[config.mk]
export PLATFORM = sky130hd
export DESIGN_NAME = astsb_bank
export DESIGN_NICKNAME = d
export VERILOG_FILES = /design/src/verilog/astsb_pkg.sv /design/src/verilog/astsb_timestamp.sv /design/src/verilog/astsb_bank.sv
export SDC_FILE = /design/constraint.sdc
export NUM_CORES = 1
export LEC_CHECK = 0
export BUFFER_PORTS_ARGS = -buffer_cell sky130_fd_sc_hd__buf_2
export CAP_MARGIN = 20
export CORE_MARGIN = 2
export CORE_UTILIZATION = 59
export CTS_BUF_LIST = sky130_fd_sc_hd__clkbuf_4 sky130_fd_sc_hd__clkbuf_8 sky130_fd_sc_hd__clkbuf_16
export CTS_CLUSTER_SIZE = 25
export DETAILED_ROUTE_END_ITERATION = 6
export GPL_TIMING_DRIVEN = 0
export PLACE_DENSITY = 0.87
export SYNTH_ARGS = -nofsm -noshare
export SYNTH_HDL_FRONTEND = slang
export SYNTH_SLANG_ARGS = --single-unit
[constraint.sdc]
create_clock -name clock -period 5.2 [get_ports clock]
set_input_delay 1.56 -clock clock [delete_from_list [all_inputs] [get_ports clock]]
set_output_delay 1.56 -clock clock [all_outputs]
set_load 0.1 [all_outputs]
[src/verilog/astsb_pkg.sv]
// constants, field layouts and carrier types of the accel sample/time/status bank
// Summary of operation
// (RQ1) timestamp low byte counts 39.0625 us steps
// (RQ2) timestamp middle byte counts 10 ms steps
// (RQ3) timestamp high byte counts 2.56 s steps
// (RQ4) power-up flag set at reset, cleared on read
// (RQ5) feature status bits 7,6,5; whole register read-clears
// (RQ6) any accel data read clears sample-ready
// (RQ7) each axis 16 bits, low byte lower address
package astsb_pkg;

  // =====================================================================
  // register bus
  localparam int ADDR_W = 8;
  localparam int DATA_W = 8;

  localparam logic [ADDR_W-1:0] ADDR_ACC_X_LO = 8'h12;
  localparam logic [ADDR_W-1:0] ADDR_ACC_X_HI = 8'h13;
  localparam logic [ADDR_W-1:0] ADDR_ACC_Y_LO = 8'h14;
  localparam logic [ADDR_W-1:0] ADDR_ACC_Y_HI = 8'h15;
  localparam logic [ADDR_W-1:0] ADDR_ACC_Z_LO = 8'h16;
  localparam logic [ADDR_W-1:0] ADDR_ACC_Z_HI = 8'h17;
  localparam logic [ADDR_W-1:0] ADDR_TS_LO = 8'h18;
  localparam logic [ADDR_W-1:0] ADDR_TS_MID = 8'h19;
  localparam logic [ADDR_W-1:0] ADDR_TS_HI = 8'h1A;
  localparam logic [ADDR_W-1:0] ADDR_POWER_UP_EVENT = 8'h1B;
  localparam logic [ADDR_W-1:0] ADDR_FEAT_STATUS = 8'h1C;
  localparam logic [ADDR_W-1:0] ADDR_IRQ_STATUS = 8'h30;
  localparam logic [ADDR_W-1:0] ADDR_IRQ_CLEAR = 8'h31;
  localparam logic [ADDR_W-1:0] ADDR_IRQ_ENABLE = 8'h32;
  localparam logic [ADDR_W-1:0] ADDR_SOFT_RESET = 8'h33;

  localparam logic [DATA_W-1:0] SOFT_RESET_KEY = 8'h5A;
  localparam logic [DATA_W-1:0] RST_ZERO = 8'h00;

  // =====================================================================
  // field layouts
  localparam int ACC_BYTES = 6;
  localparam int ACC_IDX_W = 3;
  localparam int POR_BIT = 0;
  localparam logic POR_RESET = 1'b1;
  localparam int FEAT_ERR_BIT = 7;
  localparam int FEAT_NOMO_BIT = 6;
  localparam int FEAT_ANYMO_BIT = 5;

  localparam int IRQ_W = 5;
  localparam int IRQ_DRDY_BIT = 0;
  localparam int IRQ_ANYMO_BIT = 1;
  localparam int IRQ_NOMO_BIT = 2;
  localparam int IRQ_ERR_BIT = 3;
  localparam int IRQ_POR_BIT = 4;
  localparam logic [IRQ_W-1:0] IRQ_RESET = 5'h00;

  // =====================================================================
  // timing
  localparam int CLK_PERIOD_PS = 10000;
  localparam int TS_LSB_PS = 39062500;
  localparam int TS_MID_NS = 10000000;
  localparam int TS_HIGH_US = 2560000;
  localparam int TS_W = 24;
  localparam int TS_ACC_W = 27;
  localparam int TS_GAP_W = 16;

  // =====================================================================
  // carriers
  typedef struct packed {
    logic [ADDR_W-1:0] addr;
    logic [DATA_W-1:0] wdata;
    logic wr;
    logic rd;
  } astsb_req_t;

  typedef struct packed {
    logic valid;
    logic [15:0] x;
    logic [15:0] y;
    logic [15:0] z;
  } astsb_sample_t;

  typedef struct packed {
    logic error;
    logic no_motion;
    logic any_motion;
  } astsb_feat_t;

endpackage

[src/verilog/astsb_timestamp.sv]
// free-running 24-bit sensor timestamp with exact fractional step
`timescale 1ns/10ps
`default_nettype none

module astsb_timestamp #(
  parameter int LSB_PS = astsb_pkg::TS_LSB_PS
) (
  input wire logic clock, // system clock
  input wire logic sys_rst, // async reset, active high
  input wire logic soft_rst, // one-cycle restart of the count
  output logic [astsb_pkg::TS_W-1:0] count, // timestamp value
  output logic tick // one-cycle pulse per low-byte step
);

  localparam int GAP_LO = LSB_PS / astsb_pkg::CLK_PERIOD_PS;
  localparam int GAP_HI = GAP_LO + 1;

  // =====================================================================
  // phase accumulator in picoseconds: the step is not a whole number of
  // cycles, so single steps jitter by one cycle but never drift
  logic [astsb_pkg::TS_ACC_W-1:0] acc_ff;
  logic [astsb_pkg::TS_W-1:0] count_ff;
  logic [astsb_pkg::TS_ACC_W-1:0] acc_sum;
  logic step;
  logic [astsb_pkg::TS_ACC_W-1:0] nxt_acc;
  logic [astsb_pkg::TS_W-1:0] nxt_count;

  assign acc_sum = acc_ff + astsb_pkg::TS_ACC_W'(astsb_pkg::CLK_PERIOD_PS);
  assign step = acc_sum >= astsb_pkg::TS_ACC_W'(LSB_PS); // RQ1
  assign nxt_acc = soft_rst ? '0 : (step ? acc_sum - astsb_pkg::TS_ACC_W'(LSB_PS) : acc_sum);
  // mid and high bytes are the carry chain of the same counter, so their
  // weights are 256 and 65536 low-byte steps
  assign nxt_count = soft_rst ? '0 : count_ff + astsb_pkg::TS_W'(step); // RQ2 RQ3

  always_ff @(posedge clock or posedge sys_rst) begin
    if (sys_rst) begin
      acc_ff <= '0;
      count_ff <= '0;
    end else begin
      acc_ff <= nxt_acc;
      count_ff <= nxt_count;
    end
  end

  assign count = count_ff;
  assign tick = step & ~soft_rst;

  // =====================================================================
  // checking helpers
  logic [astsb_pkg::TS_GAP_W-1:0] gap_ff;
  logic seen_ff;

  always_ff @(posedge clock or posedge sys_rst) begin
    if (sys_rst) begin
      gap_ff <= '0;
      seen_ff <= 1'b0;
    end else begin
      gap_ff <= (tick | soft_rst) ? '0 : gap_ff + 1'b1;
      seen_ff <= soft_rst ? 1'b0 : (seen_ff | tick);
    end
  end

  a_ts_tick_gap: assert property (@(posedge clock) disable iff (sys_rst) // RQ1
    (tick && seen_ff) |-> (int'(gap_ff) + 1 >= GAP_LO && int'(gap_ff) + 1 <= GAP_HI))
    else $error("timestamp step spacing wrong");

  a_ts_mid_carry: assert property (@(posedge clock) disable iff (sys_rst) // RQ2
    ($changed(count_ff[15:8]) && !$past(soft_rst)) |-> ($past(count_ff[7:0]) == 8'hFF))
    else $error("timestamp middle byte moved without low byte wrap");

  a_ts_high_carry: assert property (@(posedge clock) disable iff (sys_rst) // RQ3
    ($changed(count_ff[23:16]) && !$past(soft_rst)) |-> ($past(count_ff[15:0]) == 16'hFFFF))
    else $error("timestamp high byte moved without middle byte wrap");

endmodule

`default_nettype wire

[src/verilog/astsb_bank.sv]
// read-only accel sample, timestamp and status register bank with interrupt
`timescale 1ns/10ps
`default_nettype none

module astsb_bank #(
  parameter int TS_LSB_PS = astsb_pkg::TS_LSB_PS
) (
  input wire logic clock, // system clock, 100 MHz
  input wire logic sys_rst, // async reset, active high
  input wire astsb_pkg::astsb_req_t bus_req, // register request
  output logic [astsb_pkg::DATA_W-1:0] bus_rdata, // read data, cycle after read
  input wire astsb_pkg::astsb_sample_t sample_in, // new acceleration sample
  input wire astsb_pkg::astsb_feat_t feat_in, // feature event pulses
  output logic sample_ready, // new sample not yet read
  output logic irq // enabled status pending
);

  // =====================================================================
  // address decode
  function automatic logic is_acc_addr(input logic [astsb_pkg::ADDR_W-1:0] a);
    is_acc_addr = (a >= astsb_pkg::ADDR_ACC_X_LO) && (a <= astsb_pkg::ADDR_ACC_Z_HI);
  endfunction

  logic rd_acc;
  logic rd_por;
  logic rd_feat;
  logic wr_clear;
  logic wr_enable;
  logic soft_rst;
  logic [astsb_pkg::ADDR_W-1:0] acc_off;
  logic [astsb_pkg::ACC_IDX_W-1:0] acc_idx;

  assign rd_acc = bus_req.rd && is_acc_addr(bus_req.addr); // RQ6
  assign rd_por = bus_req.rd && (bus_req.addr == astsb_pkg::ADDR_POWER_UP_EVENT); // RQ4
  assign rd_feat = bus_req.rd && (bus_req.addr == astsb_pkg::ADDR_FEAT_STATUS); // RQ5
  assign wr_clear = bus_req.wr && (bus_req.addr == astsb_pkg::ADDR_IRQ_CLEAR);
  assign wr_enable = bus_req.wr && (bus_req.addr == astsb_pkg::ADDR_IRQ_ENABLE);
  assign soft_rst = bus_req.wr && (bus_req.addr == astsb_pkg::ADDR_SOFT_RESET)
    && (bus_req.wdata == astsb_pkg::SOFT_RESET_KEY);
  assign acc_off = bus_req.addr - astsb_pkg::ADDR_ACC_X_LO;
  assign acc_idx = acc_off[astsb_pkg::ACC_IDX_W-1:0];

  // =====================================================================
  // timestamp
  logic [astsb_pkg::TS_W-1:0] ts_count;

  astsb_timestamp #(
    .LSB_PS(TS_LSB_PS)
  ) u_timestamp (
    .clock(clock),
    .sys_rst(sys_rst),
    .soft_rst(soft_rst),
    .count(ts_count),
    .tick()
  );

  // =====================================================================
  // acceleration sample storage, byte indexed
  logic [astsb_pkg::DATA_W-1:0] acc_ff [astsb_pkg::ACC_BYTES];
  logic [astsb_pkg::DATA_W-1:0] acc_load [astsb_pkg::ACC_BYTES];

  // low byte at the even (lower) address, high byte above it
  assign acc_load[0] = sample_in.x[7:0]; // RQ7
  assign acc_load[1] = sample_in.x[15:8]; // RQ7
  assign acc_load[2] = sample_in.y[7:0]; // RQ7
  assign acc_load[3] = sample_in.y[15:8]; // RQ7
  assign acc_load[4] = sample_in.z[7:0]; // RQ7
  assign acc_load[5] = sample_in.z[15:8]; // RQ7

  genvar gi;
  generate
    for (gi = 0; gi < astsb_pkg::ACC_BYTES; gi++) begin : g_acc
      always_ff @(posedge clock or posedge sys_rst) begin
        if (sys_rst) begin
          acc_ff[gi] <= astsb_pkg::RST_ZERO;
        end else if (sample_in.valid) begin
          acc_ff[gi] <= acc_load[gi];
        end
      end
    end
  endgenerate

  // =====================================================================
  // flags: in every flag an event in the clearing cycle wins
  logic drdy_ff;
  logic por_ff;
  logic [astsb_pkg::DATA_W-1:0] feat_ff;
  logic [astsb_pkg::IRQ_W-1:0] irq_stat_ff;
  logic [astsb_pkg::IRQ_W-1:0] irq_en_ff;
  logic nxt_drdy;
  logic nxt_por;
  logic [astsb_pkg::DATA_W-1:0] feat_set;
  logic [astsb_pkg::DATA_W-1:0] nxt_feat;
  logic [astsb_pkg::IRQ_W-1:0] irq_set;
  logic [astsb_pkg::IRQ_W-1:0] irq_clr;
  logic [astsb_pkg::IRQ_W-1:0] nxt_irq_stat;
  logic [astsb_pkg::IRQ_W-1:0] nxt_irq_en;

  assign nxt_drdy = sample_in.valid | (drdy_ff & ~rd_acc); // RQ6
  assign nxt_por = soft_rst | (por_ff & ~rd_por); // RQ4

  always_comb begin
    feat_set = astsb_pkg::RST_ZERO;
    feat_set[astsb_pkg::FEAT_ERR_BIT] = feat_in.error; // RQ5
    feat_set[astsb_pkg::FEAT_NOMO_BIT] = feat_in.no_motion; // RQ5
    feat_set[astsb_pkg::FEAT_ANYMO_BIT] = feat_in.any_motion; // RQ5
  end

  // the whole register empties on read, reserved bits never set
  assign nxt_feat = feat_set | (rd_feat ? astsb_pkg::RST_ZERO : feat_ff); // RQ5

  always_comb begin
    irq_set = '0;
    irq_set[astsb_pkg::IRQ_DRDY_BIT] = sample_in.valid;
    irq_set[astsb_pkg::IRQ_ANYMO_BIT] = feat_in.any_motion;
    irq_set[astsb_pkg::IRQ_NOMO_BIT] = feat_in.no_motion;
    irq_set[astsb_pkg::IRQ_ERR_BIT] = feat_in.error;
    irq_set[astsb_pkg::IRQ_POR_BIT] = soft_rst;
  end

  assign irq_clr = wr_clear ? bus_req.wdata[astsb_pkg::IRQ_W-1:0] : '0;
  assign nxt_irq_stat = irq_set | (irq_stat_ff & ~irq_clr);
  assign nxt_irq_en = wr_enable ? bus_req.wdata[astsb_pkg::IRQ_W-1:0] : irq_en_ff;

  always_ff @(posedge clock or posedge sys_rst) begin
    if (sys_rst) begin
      drdy_ff <= 1'b0;
      por_ff <= astsb_pkg::POR_RESET; // RQ4
      feat_ff <= astsb_pkg::RST_ZERO;
      irq_stat_ff <= astsb_pkg::IRQ_RESET;
      irq_en_ff <= astsb_pkg::IRQ_RESET;
    end else begin
      drdy_ff <= nxt_drdy;
      por_ff <= nxt_por;
      feat_ff <= nxt_feat;
      irq_stat_ff <= nxt_irq_stat;
      irq_en_ff <= nxt_irq_en;
    end
  end

  assign sample_ready = drdy_ff;
  assign irq = |(irq_stat_ff & irq_en_ff);

  // =====================================================================
  // read mux; unmapped and write-only addresses read as zero
  logic [astsb_pkg::DATA_W-1:0] rd_mux;
  logic [astsb_pkg::DATA_W-1:0] por_word;
  logic [astsb_pkg::DATA_W-1:0] rdata_ff;

  always_comb begin
    por_word = astsb_pkg::RST_ZERO;
    por_word[astsb_pkg::POR_BIT] = por_ff;
  end

  always_comb begin
    rd_mux = astsb_pkg::RST_ZERO;
    if (is_acc_addr(bus_req.addr)) begin
      rd_mux = acc_ff[acc_idx]; // RQ7
    end else begin
      case (bus_req.addr)
        astsb_pkg::ADDR_TS_LO: rd_mux = ts_count[7:0]; // RQ1
        astsb_pkg::ADDR_TS_MID: rd_mux = ts_count[15:8]; // RQ2
        astsb_pkg::ADDR_TS_HI: rd_mux = ts_count[23:16]; // RQ3
        astsb_pkg::ADDR_POWER_UP_EVENT: rd_mux = por_word; // RQ4
        astsb_pkg::ADDR_FEAT_STATUS: rd_mux = feat_ff; // RQ5
        astsb_pkg::ADDR_IRQ_STATUS: rd_mux = astsb_pkg::DATA_W'(irq_stat_ff);
        astsb_pkg::ADDR_IRQ_ENABLE: rd_mux = astsb_pkg::DATA_W'(irq_en_ff);
        default: rd_mux = astsb_pkg::RST_ZERO;
      endcase
    end
  end

  // data stand only in the cycle after the read strobe
  always_ff @(posedge clock or posedge sys_rst) begin
    if (sys_rst) begin
      rdata_ff <= astsb_pkg::RST_ZERO;
    end else begin
      rdata_ff <= bus_req.rd ? rd_mux : astsb_pkg::RST_ZERO;
    end
  end

  assign bus_rdata = rdata_ff;

  // =====================================================================
  // checks
  a_por_read_clear: assert property (@(posedge clock) disable iff (sys_rst) // RQ4
    (rd_por && !soft_rst) |=> !por_ff)
    else $error("power-up flag survived its read");

  a_por_read_data: assert property (@(posedge clock) disable iff (sys_rst) // RQ4
    rd_por |=> (bus_rdata == {7'h00, $past(por_ff)}))
    else $error("power-up register read returned wrong value");

  a_feat_read_clear: assert property (@(posedge clock) disable iff (sys_rst) // RQ5
    (rd_feat && !feat_in.error && !feat_in.no_motion && !feat_in.any_motion)
    |=> (feat_ff == 8'h00))
    else $error("feature status not cleared by read");

  a_feat_bit_map: assert property (@(posedge clock) disable iff (sys_rst) // RQ5
    (feat_in.any_motion || feat_in.no_motion || feat_in.error) |=>
    (feat_ff[5] == $past(feat_in.any_motion) || $past(feat_ff[5]))
    && (feat_ff[6] || !$past(feat_in.no_motion))
    && (feat_ff[7] || !$past(feat_in.error)) && (feat_ff[4:0] == 5'h00))
    else $error("feature event landed in wrong bit");

  a_feat_read_data: assert property (@(posedge clock) disable iff (sys_rst) // RQ5
    rd_feat |=> (bus_rdata == $past(feat_ff)))
    else $error("feature status read returned wrong value");

  a_drdy_read_clear: assert property (@(posedge clock) disable iff (sys_rst) // RQ6
    (rd_acc && !sample_in.valid) |=> !sample_ready)
    else $error("sample-ready not cleared by data read");

  a_drdy_set: assert property (@(posedge clock) disable iff (sys_rst) // RQ6
    sample_in.valid |=> sample_ready ##0 (acc_ff[0] == $past(sample_in.x[7:0])))
    else $error("sample not captured or ready not raised");

  a_acc_byte_order: assert property (@(posedge clock) disable iff (sys_rst) // RQ7
    (bus_req.rd && bus_req.addr == astsb_pkg::ADDR_ACC_Y_HI) |=>
    (bus_rdata == $past(acc_ff[3])))
    else $error("y high byte read from wrong place");

  a_acc_pair_hold: assert property (@(posedge clock) disable iff (sys_rst) // RQ7
    sample_in.valid |=> ({acc_ff[5], acc_ff[4]} == $past(sample_in.z))
    && ({acc_ff[3], acc_ff[2]} == $past(sample_in.y)))
    else $error("z pair not stored low byte first");

  a_ts_read_data: assert property (@(posedge clock) disable iff (sys_rst) // RQ1
    (bus_req.rd && bus_req.addr == astsb_pkg::ADDR_TS_LO) |=>
    (bus_rdata == $past(ts_count[7:0])))
    else $error("timestamp low byte read wrong");

  a_irq_level: assert property (@(posedge clock) disable iff (sys_rst)
    (irq_en_ff[astsb_pkg::IRQ_ANYMO_BIT] && feat_in.any_motion && !wr_enable) |=> irq)
    else $error("enabled event did not raise interrupt");

  // =====================================================================
  // checks on stored state and on the x low byte read
  a_ts_soft_restart: assert property (@(posedge clock) disable iff (sys_rst) // RQ4
    soft_rst |=> (ts_count == '0))
    else $error("timestamp not restarted by soft reset");

  a_por_soft_set: assert property (@(posedge clock) disable iff (sys_rst) // RQ4
    soft_rst |=> por_ff)
    else $error("power-up flag not set by soft reset");

  a_por_flag_hold: assert property (@(posedge clock) disable iff (sys_rst) // RQ4
    (por_ff && !rd_por) |=> por_ff)
    else $error("power-up flag dropped without a read");

  a_feat_sticky_bits: assert property (@(posedge clock) disable iff (sys_rst) // RQ5
    !rd_feat |=> ((feat_ff & $past(feat_ff)) == $past(feat_ff)))
    else $error("feature flag dropped without a read");

  a_feat_err_set: assert property (@(posedge clock) disable iff (sys_rst) // RQ5
    feat_in.error |=> feat_ff[astsb_pkg::FEAT_ERR_BIT])
    else $error("error event not latched");

  a_feat_nomo_set: assert property (@(posedge clock) disable iff (sys_rst) // RQ5
    feat_in.no_motion |=> feat_ff[astsb_pkg::FEAT_NOMO_BIT])
    else $error("no-motion event not latched");

  a_feat_anymo_set: assert property (@(posedge clock) disable iff (sys_rst) // RQ5
    feat_in.any_motion |=> feat_ff[astsb_pkg::FEAT_ANYMO_BIT])
    else $error("any-motion event not latched");

  a_drdy_flag_hold: assert property (@(posedge clock) disable iff (sys_rst) // RQ6
    (sample_ready && !rd_acc) |=> sample_ready)
    else $error("sample-ready dropped without a data read");

  a_acc_x_pair: assert property (@(posedge clock) disable iff (sys_rst) // RQ7
    sample_in.valid |=> ({acc_ff[1], acc_ff[0]} == $past(sample_in.x)))
    else $error("x pair not stored low byte first");

  a_acc_x_lo_read: assert property (@(posedge clock) disable iff (sys_rst) // RQ7
    (bus_req.rd && bus_req.addr == astsb_pkg::ADDR_ACC_X_LO) |=>
    (bus_rdata == $past(acc_ff[0])))
    else $error("x low byte read from wrong place");

  // =====================================================================
  // checks on read data and interrupt state
  // a stale word left on the read port would be taken by a host that
  // samples late, so idle cycles must read as zero
  a_ts_mid_read: assert property (@(posedge clock) disable iff (sys_rst) // RQ2
    (bus_req.rd && bus_req.addr == astsb_pkg::ADDR_TS_MID) |=>
    (bus_rdata == $past(ts_count[15:8])))
    else $error("timestamp middle byte read wrong");

  a_ts_high_read: assert property (@(posedge clock) disable iff (sys_rst) // RQ3
    (bus_req.rd && bus_req.addr == astsb_pkg::ADDR_TS_HI) |=>
    (bus_rdata == $past(ts_count[23:16])))
    else $error("timestamp high byte read wrong");

  a_rdata_idle_zero: assert property (@(posedge clock) disable iff (sys_rst)
    !bus_req.rd |=> (bus_rdata == astsb_pkg::RST_ZERO))
    else $error("read data present without a read");

  a_irq_clear_bit: assert property (@(posedge clock) disable iff (sys_rst)
    (wr_clear && bus_req.wdata[astsb_pkg::IRQ_DRDY_BIT] && !sample_in.valid)
    |=> !irq_stat_ff[astsb_pkg::IRQ_DRDY_BIT])
    else $error("sample status bit survived its clear");

  a_irq_enable_write: assert property (@(posedge clock) disable iff (sys_rst)
    wr_enable |=> (irq_en_ff == $past(bus_req.wdata[astsb_pkg::IRQ_W-1:0])))
    else $error("interrupt enable write not stored");

endmodule

`default_nettype wire

Word-level counts from Yosys, hierarchy flattened
Cells that the tools add are included.

word-level totals
  register bits = 127
  input bits = 72
  output and inout port bits = 10
  logic and storage cells = 64

operators by class
  $add $sub $neg = 4
  order comparisons = 4
  equal/unequal tests = 10
  multiplexer cells = 11
  bitwise operators = 12
  reduce and logical (&&, ||, !) cells = 9

operators with widths
  operator                                                                               count
  8-bit case mux with 7 select lines                                                     1
  27-bit 2-to-1 mux                                                                      2
  8-bit by 5-bit equality test with 1-bit output, second input constant                  5
  8-bit 2-to-1 mux                                                                       5
  8-bit by 6-bit equality test with 1-bit output, second input constant                  4
  27-bit by 14-bit adder with 27-bit output, second input constant                       1
  27-bit by 26-bit greater-or-equal comparator with 1-bit output, second input constant  1
  27-bit by 26-bit subtractor with 27-bit output, second input constant                  1
  24-bit by 1-bit adder with 24-bit output                                               1
  8-bit binary-select mux with 3-bit select                                              1
  24-bit 2-to-1 mux                                                                      1
  5-bit bitwise AND                                                                      2
  8-bit by 7-bit equality test with 1-bit output, second input constant                  1
  8-bit by 5-bit greater-or-equal comparator with 1-bit output, second input constant    1
  8-bit by 5-bit less-or-equal comparator with 1-bit output, second input constant       1
  1-bit logical AND                                                                      8
  8-bit OR                                                                               1
  5-bit 2-to-1 mux                                                                       1
  5-bit inverter                                                                         1
  5-bit OR                                                                               1
  5-bit OR reduction                                                                     1
  4-bit greater-or-equal comparator, second input constant                               1
  3-bit inverter with 4-bit output                                                       1
  3-bit by 2-bit subtractor with 3-bit output, second input constant                     1
  other kinds (3)                                                                        6

Longest topological paths before layout
Gate-level depths: netlist of run 1.

  depth in word-level cells = 7
  depth in mapped cells = 20
  depth with buffers taken out = 17

Hierarchy
From an unflattened synthesis of run 1, not the netlist that was laid out.

second synthesis, totals
  cells, all modules = 668
  area total of the unflattened synthesis = 7001.7 sq um

modules (own cells, without submodules)
  module           instances  cells an instance  area an instance (sq um)  sequential area each (sq um)
  astsb_timestamp  1          390                3502.1                    1226.2
  astsb_bank       1          278                3499.6                    1778.0

Worst setup path after synthesis of run 1
Ideal clock, no wire load.

  path type = register -> register
  start = reg u_timestamp.acc_ff[5] (netlist name)
  end = reg u_timestamp.count_ff (netlist bit u_timestamp.count[20])
  setup time = 0.132 ns
  arrival time = 4.090 ns
  required time = 5.068 ns
  slack = 0.978 ns
  stages on the path, launching flop included = 21
  path buffers = 3
  clock period less this slack = 4.222 ns
  cells stage by stage = dfrtp_1 -> ha_1 -> and3_1 -> clkbuf_1 -> nor2_2 -> or4_1 -> a222oi_1 -> o31a_1 -> a311oi_2 -> buf_2 -> nand2_2 -> ha_1 -> ha_1 -> and3_1 -> nand3_1 -> or2_2 -> clkbuf_1 -> nor2_1 -> nand2_1 -> xor2_1 -> nor2_1

on the way
  word-level cells in the longest chain between the ends = 4

ends and longest elaborated chain
  item                                                            line                   text
  start, declared                                                 astsb_timestamp.sv:21  logic [astsb_pkg::TS_ACC_W-1:0] acc_ff;
  start signal, assigned                                          astsb_timestamp.sv:40  acc_ff <= nxt_acc;
  27-bit by 14-bit adder with 27-bit output                       astsb_timestamp.sv:28  assign acc_sum = acc_ff + astsb_pkg::TS_ACC_W'(astsb_pkg::CLK_PERIOD_PS);
  27-bit by 26-bit greater-or-equal comparator with 1-bit output  astsb_timestamp.sv:29  assign step = acc_sum >= astsb_pkg::TS_ACC_W'(LSB_PS);
  24-bit by 1-bit adder with 24-bit output                        astsb_timestamp.sv:33  assign nxt_count = soft_rst ? '0 : count_ff + astsb_pkg::TS_W'(step);
  24-bit 2-to-1 mux                                               astsb_timestamp.sv:33
  named net u_timestamp.nxt_count (one bit)                       astsb_timestamp.sv:26  logic [astsb_pkg::TS_W-1:0] nxt_count;
  end signal, assigned                                            astsb_timestamp.sv:41  count_ff <= nxt_count;
  end, declared                                                   astsb_timestamp.sv:22  logic [astsb_pkg::TS_W-1:0] count_ff;

The timed path passes the listed nets, and every way through them passes these cells.
A chain may end at the register's enable or synchronous reset.

Final worst setup path of run 1
  start = reg u_timestamp.acc_ff[4] (netlist name)
  end = reg u_timestamp.count_ff (netlist bit u_timestamp.count[20])

The elaborated chain is that of the path after synthesis.

==> metrics.md, run 1 <==
| Metric | Value |
|---|---|
| Status | `finished clean` |
| # port buffers | `78` |
| Final wirelength | `18970 um` |
| Pwr dens | `541.3 mW/mm^2` |
| Worst setup path startpoint | `u_timestamp.acc_ff[4]$_DFF_PP0_` |
| Setup Crit Path Kind | `reg -> reg` |
| Max IR drop VDD | `0.2880 mV` |
| Syn_area_per_cell | `9.917 sq um` |
| Worst Path Buf+Inv | `4` |
| Worst setup SP type | `flop` |
| Final setup fails | `0` |
| Sequential area share after synthesis | `42.19%` |
| Clock buffer count from CTS | `17` |
| Layout cells sized above 1 | `25.85%` |
| Die area | `0.01296 sq mm` |
| Worst Setup End Kind | `flop` |
| Largest net degree at the start of global routing | `84` |
| FMAX | `207.1 MHz` |
| Reg clk slew, reported paths | `60 ps` |
| R2r startpoint | `u_timestamp.acc_ff[4]$_DFF_PP0_` |
| Synth Warn # | `0` |
| Tot GR Track Use | `30.41%` |
| Critical Path AT | `5120 ps` |
| Critical path depth | `20` |
| Fillers | `869` |
| Post-synthesis sequential element count | `120` |
| Cell area after placement | `0.007727 sq mm` |
| CTS Root Cell | `clkbuf_16` |
| CP Max Fanout | `10` |
| HP Class | `reg -> reg` |
| Syn_nets | `797` |
| Post-synthesis cell area | `0.007121 sq mm` |
| Drt wl/cell | `19.46 um` |
| Drt initial violations | `721` |
| Worst-margin pin slew | `876.1 ps` |
| Total negative slack | `0 ps` |
| CP max-delay cell | `xnor2_1` |
| Placer Congestion | `0.9817` |
| Gate count of the mapped netlist | `718` |
| FFs w/ async S/R, synth | `100.0%` |
| Syn-to-layout area delta | `16.82%` |
| Core area | `0.01191 sq mm` |
| Endpoint of the worst register-to-register path | `u_timestamp.count[20]$_DFF_PP0_` |
| Antenna Cells | `0` |
| Post-route minimum period | `4828 ps` |
| Final core occ | `69.83%` |
| Chip Width | `113.9 um` |
| Max stage delay on crit path | `560 ps` |
| Sequential cell area | `0.003005 sq mm` |
| Crit path capture | `u_timestamp.count[20]$_DFF_PP0_` |
| Initial antenna violation count | `0` |
| Final Cell Area | `0.008318 sq mm` |
| # IOs | `82` |
| Pleak | `3.589 nW` |
| Netlist cell types | `74` |
| First-pass GRT wire length | `30510 um` |
| CTS Buffer Depth | `2` |
| Hold Worst Slack | `496.9 ps` |
| Remaining antenna violation count | `0` |
| Total Power | `4.503 mW` |
| Number of global-route vias before repair | `6077` |
| Grt ovf | `0` |
| Post-CTS Setup Inserts | `0` |
| Unrepaired setup endpoints after global routing | `false` |
| Area of the multi-input gates | `0.003902 sq mm` |
| Row Count | `40` |
| Post-synth EDFFs | `0` |
| Die height | `113.9 um` |
| Max-Cap Viols | `0` |
| Pre-antenna DRT Iters | `6` |
| Clock skew | `8.199 ps` |
| Clk sinks | `120` |
| Slew Limit Headroom | `41.15%` |
| Drc violations | `0` |
| Fin. Hold Viols | `0` |
| R2R depth | `20` |
| Worst Path Required | `5490 ps` |
| Nets | `895` |
| Via density | `6.284` |
| Reg2Reg Setup Slack | `370 ps` |
| Vias | `6127` |
| CTS tree | `built` |
| H-tree depth | `4` |
| HPWL after detailed placement | `13410 um` |
| Family with the most delay on the worst path | `simple AND/OR/NAND/NOR gates` |
| Crit-path cells | `buf_2 -> and4_1 -> buf_2 -> nor2_1 -> xnor2_1 -> nand4_1 -> nor3b_1 -> a311oi_2 -> buf_2 -> nand2_2 -> ha_1 -> ha_1 -> and3_1 -> nand3_1 -> or2_2 -> clkbuf_1 -> nor2_1 -> nand2_1 -> xor2_1 -> nor2_1` |
| Main flop type after synthesis | `dfrtp_1` |
| Initial core utilization | `59.78%` |
| Clk_lat worst skew | `420 ps` |
| Fin crit share | `92.85%` |
| Final Max Tran Viols | `0` |
[worst min path at each step]
stage	slack, ps	depth (start not counted)	endpoint	startpoint
final	500	2	por_ff$_DFF_PP1_	por_ff$_DFF_PP1_
after global routing	520	1	acc_ff[24]$_DFFE_PP0P_	acc_ff[24]$_DFFE_PP0P_
after CTS	490	2	por_ff$_DFF_PP1_	por_ff$_DFF_PP1_
after detailed placement	480	1	sample_ready$_DFF_PP0_	sample_ready$_DFF_PP0_
after global placement	470	2	por_ff$_DFF_PP1_	por_ff$_DFF_PP1_
after floorplan	450	1	feat_ff[5]$_DFF_PP0_	feat_ff[5]$_DFF_PP0_
[registers in the layout, summed over array words and instances (netlist names)]
signal and cells:
u_timestamp.count 24, u_timestamp.acc_ff 25, irq_stat_ff 5, acc_ff 48, feat_ff 3, bus_rdata 8, sample_ready 1, irq_en_ff 5
por_ff 1
[where the power goes]
part	switching [mW]	internal, mW
logic	1.12	0.824
registers	0.250	1.18
clock network	0.446	0.684
total	1.82	2.68
[through the flow]
stage	worst slack, ps	instances
detailed placement	240.7	944
finish	371.8	975
global placement	-840.8	943
floorplan	455.8	718
CTS	135.9	975
global route	59.38	975
[layout by cell type, fill, tap and decap left out, types with 7 or more instances in the layout]
master and n:
mux2_2 53, mux4_2 9, buf_2 85, nor3_1 17, clkbuf_16 17, inv_1 14, nand3_1 22, a21oi_1 35
xor2_1 20, mux2i_1 38, and3_1 14, nand4_1 13, o22ai_1 9, xnor2_1 23, nor2_1 63, a21o_1 13
a22oi_1 10, clkbuf_1 23, o21ai_0 20, or2_2 10, nand2_1 69, dfrtp_1 118, nand2b_1 11, buf_1 7
[cells by family after synthesis]
family                   synth area share, %
XOR/XNOR                               5.289
buffers and inverters                  3.268
AO/OA/AOI/OAI                          13.67
multiplexers                           16.57
AND/OR/NAND/NOR                        17.78
adder cells (fa/ha/maj)                1.230
flip-flops                             42.19
[synthesized netlist by cell type, types with 5 or more instances]
library cell | count | area [sq um]
buf_1 | 7 | 26.28
nand4_1 | 13 | 81.33
mux2_2 | 53 | 596.8
buf_2 | 6 | 30.03
ha_1 | 7 | 87.58
and3_1 | 14 | 87.58
nand3_1 | 22 | 110.1
xnor2_1 | 23 | 201.4
inv_1 | 15 | 56.30
nor2_1 | 63 | 236.5
or2_2 | 10 | 62.56
dfrtp_1 | 119 | 2978
a21oi_1 | 35 | 175.2
o22ai_1 | 9 | 56.30
mux4_2 | 9 | 202.7
o21ai_0 | 20 | 100.1
mux2i_1 | 38 | 380.4
a21o_1 | 13 | 97.59
nand2_1 | 69 | 259.0
nand2b_1 | 11 | 68.82
a211oi_1 | 5 | 37.54
nor3_1 | 17 | 85.08
clkbuf_1 | 24 | 90.09
xor2_1 | 20 | 175.2
a22oi_1 | 10 | 75.07
[worst register-to-register path: stages, from the launching register on]
cell      delay, ps
dfrtp_1         370
buf_2           210
and4_1          180
buf_2           190
nor2_1           90
xnor2_1         560
nand4_1         310
nor3b_1         410
a311oi_2        220
buf_2           260
nand2_2         100
ha_1            210
ha_1            200
and3_1          230
nand3_1         180
or2_2           340
clkbuf_1        180
nor2_1          170
nand2_1          80
xor2_1          140
nor2_1           50
[routing by layer]
metal | vias up | part of all wire, % | GRT usage, %
met4 | 0 | 4.0 | 15.37
met1 | 2976 | 40 | 37.34
met5 | - | 0 | 0
li1 | 2798 | - | -
met2 | 288 | 49 | 50.30
met3 | 65 | 6.8 | 7.545
[cell type report]
type / instances / share of cell area (%)
inverter: 15 / 0.7371
tap: 147 / 2.211
clock inverter: 12 / 1.399
timing repair buffer: 80 / 5.084
sequential: 120 / 36.13
multi-input combinational: 543 / 46.92
buffer: 39 / 2.076
clock buffer: 19 / 5.445
[what timing repair did]
item,CTS,global route
resized for setup,0,5
hold buffers,0,0
setup endpoints to repair,0,6
Power figures use the tool's default switching activity.
==> run 2, diff against run 1 <==
- CORE_UTILIZATION: 59 -> 51
- PLACE_DENSITY: 0.87 -> 0.78
==> run 2 against run 1 <==
Net effect: register-to-register slack improved by 30 ps; worst setup slack improved by 34 ps; critical path depth fell by 1; non-clock buffer count fell by 1; largest cell class unchanged; fmax rose by 0.71%; clock-buffer cell count fell by 2; critical path type unchanged; clock power barely moved; die area rose by 15%; core utilization fell by 9.1 points.
==> metrics.md, run 2 (synthesis results as in run 1) <==
| Metric | Value |
|---|---|
| Commonest non-fill, non-tap cell in the layout | `dfrtp_1` |
| Post-route minimum period | `4794 ps` |
| Max stage delay on crit path | `520 ps` |
| Grt ovf | `0` |
| Layout cells sized above 1 | `25.60%` |
| Nets | `894` |
| Fin crit share | `92.19%` |
| Syn-to-layout area delta | `17.41%` |
| Number of global-route vias before repair | `6160` |
| Remaining antenna violation count | `0` |
| Hold Worst Slack | `478.6 ps` |
| HP Class | `reg -> reg` |
| CP max-delay cell | `dfrtp_1` |
| Max-Cap Viols | `0` |
| Largest net degree at the start of global routing | `78` |
| Worst-margin pin slew | `893.3 ps` |
| Clock buffer count from CTS | `17` |
| Status | `finished clean` |
| Initial antenna violation count | `2` |
| Setup Crit Path Kind | `reg -> reg` |
| Fin. Hold Viols | `0` |
| Tot GR Track Use | `26.98%` |
| Worst path most repeated cell | `ha_1` |
| CP Max Fanout | `10` |
| Pre-antenna DRT Iters | `5` |
| Worst setup SP type | `flop` |
| Drc violations | `0` |
| Final setup fails | `0` |
| Placer Congestion | `0.9071` |
| # IOs | `82` |
| Fillers | `1168` |
| R2R depth | `19` |
| H-tree depth | `4` |
| Pwr dens | `541.2 mW/mm^2` |
| Drt wl/cell | `18.71 um` |
| Final wirelength | `18880 um` |
| Via density | `6.026` |
| Worst Setup End Kind | `flop` |
| Drt initial violations | `570` |
| Post-CTS Setup Inserts | `0` |
| Clock skew | `7.455 ps` |
| Post-CTS sizing | `0` |
| R2r startpoint | `u_timestamp.acc_ff[5]$_DFF_PP0_` |
| Worst Path Required | `5480 ps` |
| CTS Root Cell | `clkbuf_16` |
| Die area | `0.01492 sq mm` |
| Worst setup path startpoint | `u_timestamp.acc_ff[5]$_DFF_PP0_` |
| Crit-path cells | `ha_1 -> and3_2 -> nor2_2 -> or4_1 -> a222oi_1 -> o31a_1 -> a311oi_2 -> buf_2 -> nand2_2 -> ha_1 -> ha_1 -> and3_1 -> nand3_1 -> or2_2 -> clkbuf_1 -> nor2_1 -> nand2_1 -> xor2_1 -> nor2_1` |
| Reg2Reg Setup Slack | `410 ps` |
| Crit path capture | `u_timestamp.count[20]$_DFF_PP0_` |
| Critical Path AT | `5080 ps` |
| Total negative slack | `0 ps` |
| Reg clk slew, reported paths | `60 ps` |
| Vias | `6080` |
| CTS Buffer Depth | `2` |
| Unrepaired setup endpoints after global routing | `false` |
| # port buffers | `78` |
| Most frequent cells in the layout | `119 x dfrtp_1, 84 x buf_2, 69 x nand2_1, 63 x nor2_1, 53 x mux2_2` |
| Die height | `122.2 um` |
| Endpoint of the worst register-to-register path | `u_timestamp.count[20]$_DFF_PP0_` |
| Row Count | `43` |
| First-pass GRT wire length | `30930 um` |
| Pleak | `3.599 nW` |
| Max IR drop VDD | `0.2468 mV` |
| Initial core utilization | `51.70%` |
| Clk sinks | `120` |
| Slew Limit Headroom | `39.95%` |
| HPWL after detailed placement | `13430 um` |
| Chip Width | `122.2 um` |
| Core area | `0.01377 sq mm` |
| CTS tree | `built` |
| Post-cts hold buffer count | `0` |
| Biggest register | `acc_ff` |
| FMAX | `208.6 MHz` |
| Max reg flops | `48` |
| Clk_lat worst skew | `420 ps` |
| Final Max Tran Viols | `0` |
run 2: changes by cell type in the layout (fill, tap and decap cells not counted), moves of 2 or more:
cell,before,now
inv_8,0,3
clkbuf_8,2,0
inv_6,5,7
clkinvlp_4,5,2
run 2: worst min-delay path by stage:
stage | from | end | slack (ps) | depth (start not counted)
final | por_ff$_DFF_PP1_ | por_ff$_DFF_PP1_ | 480 | 2
after global routing | sample_ready$_DFF_PP0_ | sample_ready$_DFF_PP0_ | 510 | 1
after CTS | por_ff$_DFF_PP1_ | por_ff$_DFF_PP1_ | 480 | 2
after detailed placement | feat_ff[6]$_DFF_PP0_ | feat_ff[6]$_DFF_PP0_ | 470 | 1
after global placement | feat_ff[6]$_DFF_PP0_ | feat_ff[6]$_DFF_PP0_ | 470 | 1
after floorplan | feat_ff[5]$_DFF_PP0_ | feat_ff[5]$_DFF_PP0_ | 450 | 1
run 2: critical path: cells and delay by family, from the launching register on:
family                     cells  cell delay (ps)
buffers and inverters          2              410
and+or+nand+nor               10             2050
xor gates and xnor gates       1              140
AOI/OAI and AO/OA              3              770
DFF                            1              520
adders and majority gates      3              740
run 2: layer usage:
metal  wire length, um  vias up  global-route usage [%]  part of all wire, %
met2              9250      274                   44.94                   49
met1              7619     2957                   33.93                   40
met5                17        -                       0                0.090
li1                  -     2808                       -                    -
met4               479        2                   9.914                  2.5
met3              1508       39                   7.022                  8.0
run 2: per-stage QoR:
step           total power, mW  setup slack (ps)  utilization (%)  std cells  area [sq um]
4_1_cts                  4.490             222.6            60.66       1009          8354
2_1_floorplan            2.877             455.8                -        718          7121
3_3_place_gp             3.258            -942.9            56.17        976          7736
3_5_place_dp             3.315             264.9            56.45        977          7775
6_report                 4.524             405.9            60.70       1009          8361
5_1_grt                  4.793             87.38            60.68       1008          8358
run 2: area by class of cell:
type	count	area [sq um]	area share [%]
buffer	39	172.7	2.065
clock buffer	17	425.4	5.088
timing repair buffer	79	417.9	4.999
multi-input combinational	543	3897	46.62
antenna	1	2.502	0.02993
clock inverter	15	153.9	1.841
tap	180	225.2	2.694
inverter	15	61.31	0.7333
sequential	120	3004	35.93
run 2: where the power goes:
group	total, mW	leakage (nW)	internal (mW)	switching, mW
registers	1.42	1.38	1.17	0.244
clock network	1.16	0.281	0.675	0.483
logic	1.95	1.94	0.821	1.13
total	4.52	3.60	2.67	1.85
==> run 3, diff against run 2 <==
- REMOVE_ABC_BUFFERS: default -> 1
==> run 3 against run 2 <==
Net effect: clock-buffer cell count rose by 1; die area did not move; critical path type unchanged; non-clock buffer count fell by 29; clock skew rose by 3.0 ps; largest cell class unchanged; sequential power rose by 6%; sequential cell count did not move; core utilization fell by 0.52 points; fmax rose by 1.0%; sequential share of layout area rose by 0.31 points; hold slack improved by 4.7 ps.
==> metrics.md, run 3 (synthesis results as in run 1) <==
| Metric | Value |
|---|---|
| Status | `finished clean` |
| Antenna Cells | `0` |
| Post-cts hold buffer count | `0` |
| Final Cell Area | `0.008289 sq mm` |
| Worst setup SP type | `flop` |
| Remaining antenna violation count | `0` |
| Biggest register | `acc_ff` |
| CTS Root Cell | `clkbuf_16` |
| Final Max Tran Viols | `0` |
| Chip Width | `122.2 um` |
| Comb power frac | `41.0%` |
| Unrepaired setup endpoints after global routing | `false` |
| Hold Worst Slack | `483.3 ps` |
| Max reg flops | `48` |
| Worst Path Required | `5510 ps` |
| Nets | `865` |
| Max stage delay on crit path | `560 ps` |
| Psw | `1.772 mW` |
| Setup Crit Path Kind | `reg -> reg` |
| CP max-delay cell | `dfrtp_1` |
| Total Power | `4.419 mW` |
| Reg clk slew, reported paths | `50 ps` |
| Reg2Reg Setup Slack | `450 ps` |
| Clk sinks | `120` |
| Area of the multi-input gates | `0.003901 sq mm` |
| Sw frac | `40.09%` |
| Pleak | `3.584 nW` |
| Post-CTS Setup Inserts | `0` |
| HP Class | `reg -> reg` |
| Endpoint of the worst register-to-register path | `u_timestamp.count[20]$_DFF_PP0_` |
| Crit-path cells | `ha_1 -> and3_1 -> nor2_2 -> or4_1 -> a222oi_1 -> o31a_1 -> a311oi_4 -> buf_8 -> nand2_2 -> ha_1 -> ha_1 -> and3_1 -> nand3_1 -> or2_2 -> nor2_1 -> nand2_1 -> xor2_1 -> nor2_1` |
| Initial core utilization | `51.70%` |
| Clock skew | `10.42 ps` |
| # port buffers | `81` |
| Cell-internal power | `2.648 mW` |
| Core area | `0.01377 sq mm` |
| Critical Path AT | `5060 ps` |
| Commonest non-fill, non-tap cell in the layout | `dfrtp_1` |
| Crit path capture | `u_timestamp.count[20]$_DFF_PP0_` |
| Tot GR Track Use | `23.93%` |
| Drt initial violations | `351` |
| Syn-to-layout area delta | `16.41%` |
| Worst Setup End Kind | `flop` |
| First-pass GRT wire length | `27650 um` |
| # IOs | `82` |
| Pre-antenna DRT Iters | `7` |
| Via density | `5.908` |
| Final setup fails | `0` |
| Grt ovf | `0` |
| CTS tree | `built` |
| Worst-margin pin slew | `999.9 ps` |
| Cell area after placement | `0.007697 sq mm` |
| FMAX | `210.7 MHz` |
| Fillers | `1188` |
| Post-CTS sizing | `0` |
| R2r startpoint | `u_timestamp.acc_ff[4]$_DFF_PP0_` |
| Final wirelength | `16930 um` |
| Clock buffer count from CTS | `17` |
| Fin. Hold Viols | `0` |
| Worst setup path startpoint | `u_timestamp.acc_ff[4]$_DFF_PP0_` |
| Max IR drop VDD | `0.2753 mV` |
| Row Count | `43` |
| Clk_lat worst skew | `420 ps` |
| Slew Limit Headroom | `32.83%` |
| Post-route minimum period | `4747 ps` |
| Drc violations | `0` |
| Drt wl/cell | `17.29 um` |
| Die height | `122.2 um` |
| Clock power share | `25.1%` |
| Pwr dens | `533.1 mW/mm^2` |
| Number of global-route vias before repair | `5644` |
| HPWL after detailed placement | `11890 um` |
| Sequential cell area | `0.003004 sq mm` |
| H-tree depth | `4` |
| R2R depth | `18` |
| Sequential Power Share | `33.9%` |
| Most frequent cells in the layout | `119 x dfrtp_1, 81 x buf_2, 69 x nand2_1, 63 x nor2_1, 53 x mux2_2` |
| Fin crit share | `91.28%` |
| CTS Buffer Depth | `2` |
| Largest net degree at the start of global routing | `81` |
| Vias | `5784` |
| Max-Cap Viols | `0` |
| Layout cells sized above 1 | `26.41%` |
| Placer Congestion | `0.8516` |
| Worst path most repeated cell | `ha_1` |
| Initial antenna violation count | `0` |
| Die area | `0.01492 sq mm` |
| CP Max Fanout | `20` |
run 3: cell types whose count changed in the layout (fill, tap and decap cells not counted), sizes merged:
cell	before	now
diode	1	0
clkinv	3	8
clkinvlp	2	3
inv	24	17
buf	95	89
clkbuf	40	18
run 3: cell type report:
class                           count  area share, %
Clock buffer                       18          5.298
Clock inverter                     14          1.509
Inverter                           15         0.7396
Sequential cell                   120          36.24
Multi-Input combinational cell    543          47.06
Tap cell                          180          2.717
Timing Repair Buffer               89          6.430
run 3: power groups by stage:
stage / Sequential, mW / Clock (mW) / Combinational [mW]
global route: 1.55 / 1.17 / 2.00
floorplan: 1.42 / 0 / 1.40
CTS: 1.49 / 1.13 / 1.79
global placement: 1.49 / 0 / 1.69
finish: 1.50 / 1.11 / 1.81
detailed placement: 1.50 / 0 / 1.77
run 3: metal layers:
layer	GRT usage, %	vias to the layer above	share of wire [%]	routed length, um
met3	7.303	30	6.8	1144
met4	8.836	0	2.1	355
met5	0	-	0	0
met1	31.26	2816	43	7352
met2	37.71	189	48	8073
li1	-	2749	-	-
run 3: how the worst min path moves through the flow:
stage                                  end                    from  cells after the start
CTS                   feat_ff[5]$_DFF_PP0_    feat_ff[5]$_DFF_PP0_                      1
finish                feat_ff[5]$_DFF_PP0_    feat_ff[5]$_DFF_PP0_                      1
global placement    sample_ready$_DFF_PP0_  sample_ready$_DFF_PP0_                      1
detailed placement    feat_ff[5]$_DFF_PP0_    feat_ff[5]$_DFF_PP0_                      1
floorplan             feat_ff[5]$_DFF_PP0_    feat_ff[5]$_DFF_PP0_                      1
global route          feat_ff[5]$_DFF_PP0_    feat_ff[5]$_DFF_PP0_                      1
run 3: per-stage QoR:
| step | utilization (%) | setup slack [ps] | cells | TNS [ps] |
|---|---|---|---|---|
| 3_5_place_dp | 55.89 | 484.1 | 946 | 0 |
| 4_1_cts | 59.98 | 461.0 | 978 | 0 |
| 3_3_place_gp | 55.00 | -2231 | 939 | -187670 |
| 6_report | 60.18 | 453.4 | 979 | 0 |
| 2_1_floorplan | - | -136.1 | 678 | -869.7 |
| 5_1_grt | 60.18 | 53.38 | 979 | 0 |
run 3: critical path, delay by kind of cell, from the launching register on:
kind,cells,cell delay (ps)
fa+ha+maj,3,720
buf+inv,1,220
simple gates,10,2170
xor+xnor,1,130
flops,1,560
compound gates,3,840
